File: src/hw/lcdcd_params.svh
// constants of the character display command decoder: offsets, codes,
// field positions and busy times
// assumes a 40 MHz system clock and a byte-lane-0 register bus
// Behaviour
// host sends commands to the command location
// host polls busy bit before new command
// command read gives busy and cursor address
// 01 clears and homes, 02 homes; long delay
// 04-07 set cursor direction and display shift
// 08-0F set display, cursor, blink enables
// 10-1C move cursor or display, data kept
// 3C sets two-line forty-column function
// 40-7F load glyph memory address
// 80-FF load display address and cursor
// data bytes stored and shown as glyphs
// serial byte carries nibble, select, strobe
// each nibble takes three strobe transfers
// data write steps address, optionally shifts
// host may wait fixed delays instead
`ifndef LCDCD_PARAMS_SVH
`define LCDCD_PARAMS_SVH

// register byte offsets
`define LCDCD_OFS_CMD      4'h0
`define LCDCD_OFS_DATA     4'h4
`define LCDCD_OFS_FLAGS    4'h8

// clock rate and completion times
`define LCDCD_CLK_MHZ      40
`define LCDCD_CLR_TIME_US  1650
`define LCDCD_CMD_TIME_US  40
`define LCDCD_CLR_CYCLES   (`LCDCD_CLR_TIME_US * `LCDCD_CLK_MHZ)
`define LCDCD_CMD_CYCLES   (`LCDCD_CMD_TIME_US * `LCDCD_CLK_MHZ)

// lowest code of each command group, then the default function set code
`define LCDCD_CODE_CLEAR   8'h01
`define LCDCD_CODE_HOME    8'h02
`define LCDCD_CODE_ENTRY   8'h04
`define LCDCD_CODE_DISP    8'h08
`define LCDCD_CODE_SHIFT   8'h10
`define LCDCD_CODE_FUNC    8'h20
`define LCDCD_CODE_CGADDR  8'h40
`define LCDCD_CODE_DDADDR  8'h80
`define LCDCD_CODE_FUNCDEF 8'h3C

// field positions inside command codes and the status read, blank character, display memory depth
`define LCDCD_ENT_INC      1
`define LCDCD_ENT_SHIFT    0
`define LCDCD_DC_DISP      2
`define LCDCD_DC_CUR       1
`define LCDCD_DC_BLINK     0
`define LCDCD_SH_DISP      3
`define LCDCD_SH_RIGHT     2
`define LCDCD_BUSY_BIT     7
`define LCDCD_BLANK        8'h20
`define LCDCD_DD_DEPTH     128

`endif

File: src/hw/lcdcd_pkg.sv
// types of the character display command decoder
// assumes lcdcd_params.svh is included by the design file that uses them
package lcdcd_pkg;

    // wishbone request from the master
    typedef struct packed {
        logic        cyc;
        logic        stb;
        logic        we;
        logic [3:0]  adr;
        logic [3:0]  sel;
        logic [31:0] dat;
    } lcdcd_wbreq_t;

    // wishbone answer of the slave
    typedef struct packed {
        logic        ack;
        logic [31:0] dat;
    } lcdcd_wbrsp_t;

    // nibble pins behind the shift register
    typedef struct packed {
        logic [3:0] nibble;
        logic       registerSelectLine;
        logic       strobe;
    } lcdcd_pins_t;

    // display settings seen by the glyph renderer
    typedef struct packed {
        logic       dispOn;
        logic       cursorOn;
        logic       blinkOn;
        logic [6:0] cursorAddr;
        logic [6:0] shiftOffset;
    } lcdcd_view_t;

    typedef logic [16:0] lcdcd_busy_t;

    // whole state of the decoder
    typedef struct packed {
        logic                  ack;
        logic [31:0]           rdat;
        logic                  prevStrobe;
        logic                  nibPhase;
        logic [3:0]            hiNib;
        lcdcd_busy_t           busyCnt;
        logic [6:0]            ddAddr;
        logic [5:0]            cgAddr;
        logic                  selCg;
        logic                  incr;
        logic                  shiftEn;
        logic                  dispOn;
        logic                  cursorOn;
        logic                  blinkOn;
        logic [2:0]            func;
        logic [6:0]            shiftOffset;
        logic [7:0]            scanChar;
        logic [127:0][7:0]     ddram;
        logic [63:0][7:0]      cgram;
    } lcdcd_state_t;

endpackage : lcdcd_pkg
File: src/hw/lcdcd_core.sv
// character display command decoder: wishbone registers and nibble pins
// feed one byte decoder that keeps display memory and settings
// assumes one 40 MHz clock, synchronous pins and a classic wishbone master
`timescale 1ns/1ps
`include "lcdcd_params.svh"

module lcdcd_core #(
    parameter int CLR_CYCLES = `LCDCD_CLR_CYCLES
) (
    input  wire logic                clock,
    input  wire logic                srst,
    input  wire lcdcd_pkg::lcdcd_wbreq_t wbReq,
    output      lcdcd_pkg::lcdcd_wbrsp_t wbRsp,
    input  wire lcdcd_pkg::lcdcd_pins_t  pins,
    input  wire logic [6:0]          scanAddr,
    output      logic [7:0]          scanChar,
    output      lcdcd_pkg::lcdcd_view_t  view
);

    lcdcd_pkg::lcdcd_state_t s_q;        // registered state
    lcdcd_pkg::lcdcd_state_t s_d;        // next state

    logic       wbFire;                  // write taken at the ack edge
    logic       wbCmdWr;                 // write to the command location
    logic       wbDatWr;                 // write to the data location
    logic       strobeFall;              // falling edge of the pin strobe
    logic       pinByteDone;             // second nibble latched
    logic       execValid;               // a byte is offered
    logic       execIsData;              // offered byte is data
    logic [7:0] execByte;                // offered byte
    logic       busy;                    // execution still running
    logic       accCmd;                  // command accepted this cycle
    logic       accData;                 // data accepted this cycle
    logic [6:0] curAddr;                 // address shown on a command read

    // byte sources, bus before pins
    assign wbFire      = wbReq.cyc & wbReq.stb & wbReq.we & s_q.ack
                         & wbReq.sel[0];
    assign wbCmdWr     = wbFire & (wbReq.adr == `LCDCD_OFS_CMD);
    assign wbDatWr     = wbFire & (wbReq.adr == `LCDCD_OFS_DATA);
    // nibble and select
    assign strobeFall  = s_q.prevStrobe & ~pins.strobe;
    // strobe edge latch
    assign pinByteDone = strobeFall & s_q.nibPhase;
    assign execValid   = wbCmdWr | wbDatWr | pinByteDone;
    assign execIsData  = (wbCmdWr | wbDatWr) ? wbDatWr
                                             : pins.registerSelectLine;
    assign execByte    = (wbCmdWr | wbDatWr) ? wbReq.dat[7:0]
                                             : {s_q.hiNib, pins.nibble};
    assign busy        = (s_q.busyCnt != '0);
    assign accCmd      = execValid & ~busy & ~execIsData;
    assign accData     = execValid & ~busy & execIsData;
    assign curAddr     = s_q.selCg ? {1'b0, s_q.cgAddr} : s_q.ddAddr;

    // outputs straight from state flip-flops
    // each output struct has one driver, members are not driven apart
    assign wbRsp    = '{ack: s_q.ack, dat: s_q.rdat};
    assign scanChar = s_q.scanChar;
    assign view     = '{dispOn:      s_q.dispOn,
                        cursorOn:    s_q.cursorOn,
                        blinkOn:     s_q.blinkOn,
                        cursorAddr:  s_q.ddAddr,
                        shiftOffset: s_q.shiftOffset};

    // next state: bus slave, nibble pairing, busy timer, decoder
    always_comb begin
        s_d = s_q;
        // ack one cycle after the request, dropped the cycle after
        s_d.ack = wbReq.cyc & wbReq.stb & ~s_q.ack;
        s_d.rdat = '0;
        if (wbReq.cyc && wbReq.stb && !s_q.ack && !wbReq.we) begin
            if (wbReq.adr == `LCDCD_OFS_CMD) begin
                // busy and address
                s_d.rdat = 32'({busy, curAddr});
            end else if (wbReq.adr == `LCDCD_OFS_FLAGS) begin
                // settings snapshot
                s_d.rdat = 32'({s_q.func, s_q.shiftOffset, s_q.selCg,
                                s_q.incr, s_q.shiftEn, s_q.dispOn,
                                s_q.cursorOn, s_q.blinkOn});
            end
        end
        // glyph scan port
        s_d.scanChar = s_q.ddram[scanAddr];
        // nibble pairing, high nibble first
        s_d.prevStrobe = pins.strobe;
        if (strobeFall) begin
            s_d.nibPhase = ~s_q.nibPhase;
            if (!s_q.nibPhase) begin
                s_d.hiNib = pins.nibble;
            end
        end
        // busy timer counts down
        if (busy) begin
            s_d.busyCnt = s_q.busyCnt - 1'b1;
        end
        if (accData) begin
            s_d.busyCnt = lcdcd_pkg::lcdcd_busy_t'(`LCDCD_CMD_CYCLES);
            if (s_q.selCg) begin
                // glyph pattern byte
                s_d.cgram[s_q.cgAddr] = execByte;
                s_d.cgAddr = s_q.incr ? s_q.cgAddr + 6'h01
                                      : s_q.cgAddr - 6'h01;
            end else begin
                // character stored
                s_d.ddram[s_q.ddAddr] = execByte;
                // step and shift
                s_d.ddAddr = s_q.incr ? s_q.ddAddr + 7'h01
                                      : s_q.ddAddr - 7'h01;
                if (s_q.shiftEn) begin
                    s_d.shiftOffset = s_q.incr ? s_q.shiftOffset + 7'h01
                                               : s_q.shiftOffset - 7'h01;
                end
            end
        end else if (accCmd) begin
            s_d.busyCnt = lcdcd_pkg::lcdcd_busy_t'(`LCDCD_CMD_CYCLES);
            if (execByte >= `LCDCD_CODE_DDADDR) begin
                // display address
                s_d.ddAddr = execByte[6:0];
                s_d.selCg  = 1'b0;
            end else if (execByte >= `LCDCD_CODE_CGADDR) begin
                // glyph address
                s_d.cgAddr = execByte[5:0];
                s_d.selCg  = 1'b1;
            end else if (execByte >= `LCDCD_CODE_FUNC) begin
                // function set
                s_d.func = execByte[4:2];
            end else if (execByte >= `LCDCD_CODE_SHIFT) begin
                // nondestructive move
                if (execByte[`LCDCD_SH_DISP]) begin
                    s_d.shiftOffset = execByte[`LCDCD_SH_RIGHT]
                                      ? s_q.shiftOffset - 7'h01
                                      : s_q.shiftOffset + 7'h01;
                end else begin
                    s_d.ddAddr = execByte[`LCDCD_SH_RIGHT]
                                 ? s_q.ddAddr + 7'h01
                                 : s_q.ddAddr - 7'h01;
                end
            end else if (execByte >= `LCDCD_CODE_DISP) begin
                // display control
                s_d.dispOn   = execByte[`LCDCD_DC_DISP];
                s_d.cursorOn = execByte[`LCDCD_DC_CUR];
                s_d.blinkOn  = execByte[`LCDCD_DC_BLINK];
            end else if (execByte >= `LCDCD_CODE_ENTRY) begin
                // entry mode
                s_d.incr    = execByte[`LCDCD_ENT_INC];
                s_d.shiftEn = execByte[`LCDCD_ENT_SHIFT];
            end else if (execByte >= `LCDCD_CODE_HOME) begin
                // cursor home
                s_d.busyCnt     = lcdcd_pkg::lcdcd_busy_t'(CLR_CYCLES);
                s_d.ddAddr      = '0;
                s_d.selCg       = 1'b0;
                s_d.shiftOffset = '0;
            end else if (execByte == `LCDCD_CODE_CLEAR) begin
                // clear and home
                s_d.busyCnt     = lcdcd_pkg::lcdcd_busy_t'(CLR_CYCLES);
                for (int i = 0; i < `LCDCD_DD_DEPTH; i++) begin
                    s_d.ddram[i] = `LCDCD_BLANK;
                end
                s_d.ddAddr      = '0;
                s_d.selCg       = 1'b0;
                s_d.shiftOffset = '0;
                s_d.incr        = 1'b1;
            end
        end
    end

    // state register; increment mode after reset
    always_ff @(posedge clock) begin
        if (srst) begin
            s_q      <= '0;
            s_q.incr <= 1'b1;
        end else begin
            s_q <= s_d;
        end
    end
endmodule : lcdcd_core

File: config.mk
export PLATFORM = sky130hd
export DESIGN_NAME = lcdcd_core
export DESIGN_NICKNAME = d
export VERILOG_FILES = /design/src/hw/lcdcd_pkg.sv /design/src/hw/lcdcd_core.sv
export VERILOG_INCLUDE_DIRS = /design/src /design/src/hw
export SDC_FILE = /design/constraint.sdc
export NUM_CORES = 2
export LEC_CHECK = 0
export BUFFER_PORTS_ARGS = -buffer_cell sky130_fd_sc_hd__buf_2
export CORE_AREA = 5 5 348 350
export CTS_CLUSTER_DIAMETER = 50
export DETAILED_ROUTE_END_ITERATION = 8
export DIE_AREA = 0 0 353 355
export GPL_ROUTABILITY_DRIVEN = 0
export PLACE_DENSITY = 0.55
export SYNTH_ARGS = -nofsm -noshare
export SYNTH_HDL_FRONTEND = slang
export SYNTH_SLANG_ARGS = --single-unit
File: constraint.sdc
create_clock -name clock -period 5.6 [get_ports clock]
set_input_delay 0.56 -clock clock [delete_from_list [all_inputs] [get_ports clock]]
set_output_delay 0.56 -clock clock [all_outputs]
set_load 0.01 [all_outputs]
### After elaboration in Yosys (flattened, before gate mapping)

Index checks and enable logic that the tools add are counted.

| word-level totals | value |
|---|---|
| flip-flop bits (word level) | 1117 |
| output and inout bits | 58 |
| word-level logic and storage cells | 318 |

| cells by class | value |
|---|---|
| add/sub/neg operators | 7 |
| $lt $le $gt $ge | 10 |
| eq/ne operators | 26 |
| mux-type cells | 69 |
| bitwise gates (word level) | 27 |
| reductions and logical operators | 31 |

Operators by type and width:

| kind | number |
|---|---|
| 2-to-1 mux 1024 bit | 11 |
| bitwise mux 1024 bit | 1 |
| 2-to-1 mux 24 bit | 7 |
| 2-to-1 mux 7 bit | 19 |
| binary-select mux 8 bit (select 7 bit) | 1 |
| demux 8 bit (select 7 bit) | 1 |
| 2-to-1 mux 17 bit | 3 |
| 2-to-1 mux 46 bit | 1 |
| 2-to-1 mux 8 bit | 5 |
| 2-to-1 mux 6 bit | 6 |
| 2-to-1 mux 15 bit | 2 |
| != test 3 bit, second input constant | 9 |
| != test 2 bit, second input constant | 11 |
| AND reduction 10 bit | 2 |
| nonzero test 17 bit | 1 |
| subtractor 17 x 1 -> 17 bit, second input constant | 1 |
| < comparator 7 x 8 -> 1 bit, second input constant | 2 |
| AND reduction 8 bit | 2 |
| adder 7 x 1 -> 7 bit, second input constant | 2 |
| AND reduction 7 bit | 2 |
| subtractor 7 x 1 -> 7 bit, second input constant | 2 |
| inverter 1 bit | 13 |
| AND 1 bit | 12 |
| != test 4 bit, second input constant | 3 |
| 31 further kinds | 51 |

### Depth between registers and ports, before layout

| logic depth | value |
|---|---|
| depth after elaboration | 18 |
| gate-level depth with buffers | 13 |

### Worst setup path after synthesis

No wires, ideal clock.

| timing path | value |
|---|---|
| path type | input port to flip-flop |
| start point | in scanAddr[0] |
| end point | reg s_q (netlist bit scanChar[4]) |
| setup time | 117 ps |
| data arrival time | 2840 ps |
| path slack | 2644 ps |
| stages | 9 |
| path buffers | 3 |
| cell sequence | clkbuf_1 > clkbuf_1 > buf_1 > mux4_2 > a22oi_1 > a21oi_1 > nor3_1 > a21oi_1 > a22o_1 |

| between the ends | value |
|---|---|
| longest elaborated chain between the ends | 2 |

Ends and longest elaborated chain:

| item | RTL line | text |
|---|---|---|
| from (decl) | lcdcd_core.sv:15 | `input wire logic [6:0] scanAddr,` |
| binary-select mux 8 bit (select 7 bit) | lcdcd_core.sv:83 | `s_d.scanChar = s_q.ddram[scanAddr];` |
| 2-to-1 mux 8 bit (implied by the code) | lcdcd_core.sv:83 |  |
| to (decl) | lcdcd_core.sv:20 | `lcdcd_pkg::lcdcd_state_t s_q;` |

No other way between the ends. The select of a mux whose other input is x is not followed.
A chain may end at the register's enable or synchronous reset.

### Final worst setup path

| timing path | value |
|---|---|
| start point | reg s_q[1580] in the netlist's numbering |
| end point | reg s_q[744] in the netlist's numbering |

| between the ends | value |
|---|---|
| longest elaborated chain between the ends | 6 |
| elaborated cells between the ends (all ways) | 17 |
| classes of those cells | eq/ne: 8; mux: 1; bitwise: 4; reduce/logical: 4 |

Ends and longest elaborated chain:

| item | RTL line | text |
|---|---|---|
| nonzero test 17 bit * | lcdcd_core.sv:50 | `assign busy = (s_q.busyCnt != '0);` |
| inverter 1 bit * | lcdcd_core.sv:51, lcdcd_core.sv:52 |  |
| AND 1 bit * | lcdcd_core.sv:51, lcdcd_core.sv:52 |  |
| AND 1 bit (on tied branches) | lcdcd_core.sv:52, lcdcd_core.sv:51 |  |
| != test 2 bit (no source line) or nonzero test 2 bit (tied branches) | n/a |  |
| AND reduction 10 bit (no source line) | n/a |  |

Every way passes the cells marked *; elsewhere a longest branch is shown, timed or not.

==> metrics <==
status completed; n_diodes 0; first-pass GRT wire length 217 mm; post-route DRC violation count 0; TritonCTS clock tree yes; Critical path buffers and inverters 1; r2r setup slk 1610 ps; cells along the critical path or3_1 > or4_4 > a2111oi_4 > and3_2 > buf_4 > a21oi_1 > nand2_1 > o21ai_0; H-tree Lvls 4; min-delay src pins[0]; RSZ-0062 raised after global routing no; clock sink total 1101; Fin Hold WS 107 ps; drt pass-1 iters 5; Port Buffers 72; Final min period 3990 ps; Post-CTS Resized 0; Die Wd 353 um; Worst path depth 8; clock latency on the worst-skew pair 740 ps; area grow syn2layout 13.7%; Clock Path Buffers 3; post-synthesis async set-or-reset flop share 0; crit path DAT 4560 ps; post-synthesis sequential area ratio 0.484; peak supply drop 0.000291 V; Placed Cells 6274; Core Rows 126; setup TNS 0 ps; CTS buffer count 132; WL per Instance 21.6 um; I/O pin count 116; register bit total from synthesis 1101; slew margin rel. 0.133; largest net degree at the start of global routing 110; period utilization 0.712; Post-Syn Instances 4972; Worst-Margin Slew 1300 ps; die area 125000 um^2; CP Class reg2reg; core area 117000 um^2; post-route insts no fill 6514; max-capacitance violation count 0; post-synthesis cell type count 80; root buf cell clkbuf_16; Die Height 355 um; Total GRT Usage 0.219; HPWL after DPL 90.2 mm; maximum fanout along the worst path 16; clk slew on worst S/H paths 50 ps; via-per-instance ratio 5.65; 1st-iter DRT viols 3280; Final Hold Fails 0; f_max 0.251 GHz; CTS Hold Buffers Added 0; PD cells 346 nW/um^2; initial antenna violation count 2; layout cells sized above 1 0.149; initial core utilization 0.388; worst r2r path cells 8; syn avg cell area 9.17 um^2; number of flops mapped to enable cells by yosys 0; Final Setup Violations 0; gr ovfl total 0; vias in the first global route 35300; vias 36800; origin of the critical flop-to-flop path s_q[1580]; worst clock skew 25.4 ps; postcts setup bufs 0; capture point of the critical path s_q[744]; commonest cells after routing, fill and taps aside dfxtp_1 (1101), nand2_1 (1094), o21ai_0 (920); Nets 4940; Min-Delay Path Class in2reg; slowest stage delay, CP 820 ps; P_leak 17.6 nW; Routed Wire Length 141 mm; CP max stage cell and3_2; Worst setup SP type flip-flop; Largest delay share family, worst path simple AND/OR/NAND/NOR gates; most common cell after layout, fill and taps aside dfxtp_1; leading register cell type out of synthesis dfxtp_1; Worst Setup SP s_q[1580]; Yosys warning count 0; Post-Syn Area 45600 um^2; Max Slew Vio Count 0; Crit Reg-Reg Endpoint s_q[744]; Worst Path Required 6170 ps; Critical Path Sink Type flip-flop; antenna-violating nets left 0
## logic make-up after synthesis
family / count (synthesis) / share of synthesized area
buffers and inverters: 436 / 0.0428
XOR/XNOR: 29 / 0.00557
flip-flops: 1101 / 0.484
other: 1 / 0.0000823
AND/OR/NAND/NOR: 1472 / 0.131
AO/OA/AOI/OAI: 1609 / 0.195
adder cells (fa/ha/maj): 10 / 0.00291
multiplexers: 314 / 0.139
## synthesized netlist by cell type, drive strengths merged, types with 20 or more instances
| library cell | n | area [um^2] |
|---|---|---|
| a22oi | 130 | 976 |
| nand2 | 1101 | 4130 |
| xnor2 | 20 | 175 |
| nor2 | 155 | 584 |
| mux2i | 49 | 490 |
| nor3 | 41 | 205 |
| clkbuf | 252 | 946 |
| o21ai | 982 | 4910 |
| and3 | 23 | 144 |
| dfxtp | 1101 | 22000 |
| mux4 | 256 | 5770 |
| a31o | 51 | 447 |
| nand3 | 79 | 395 |
| buf | 166 | 938 |
| a21oi | 371 | 1860 |
## registers in the layout, indices dropped and copies added (netlist names)
register / count
scanChar: 8
view: 17
s_q: 1059
wbRsp: 17
## power by group
part / total (mW) / internal [mW] / switching, mW
sequential: 7.93 / 7.89 / 0.0456
clock: 9.05 / 5.59 / 3.47
combinational: 0.918 / 0.286 / 0.632
total: 17.9 / 13.8 / 4.14
## routing by layer
layer,global-route usage,vias up,share of wire
met5,0,-,0
met4,0.0636,0,0.026
met3,0.0365,209,0.069
met2,0.348,1198,0.45
met1,0.308,17900,0.45
li1,-,17500,-
## final cells by class
type,count,area [um^2]
fillers,11400,65600
flip-flops and latches,1101,22000
multi-input cells,3450,21900
clock buffers,177,3810
well taps,1536,1920
repair buffers,169,1250
clock inverters,63,853
inverters,18,70.1
## stage by stage
stage | worst slack [ps] | total power [mW] | util | cell area [um^2]
floorplan | 2640 | 8.79 | - | 45600
global placement | 1440 | 9.01 | 0.401 | 47100
detailed placement | 1450 | 9.02 | 0.401 | 47100
CTS | 1700 | 18.1 | 0.441 | 51800
global route | 1570 | 18.5 | 0.441 | 51800
finish | 1610 | 17.9 | 0.441 | 51800
## how the worst min path moves through the flow
stage                      to  cells after the start
floorplan           s_q[1008]                      2
global placement    s_q[1263]                      2
detailed placement  s_q[1151]                      2
CTS                 wbRsp[32]                      3
global route        wbRsp[32]                      3
finish              s_q[1595]                      2
Power figures use the tool's default switching activity.
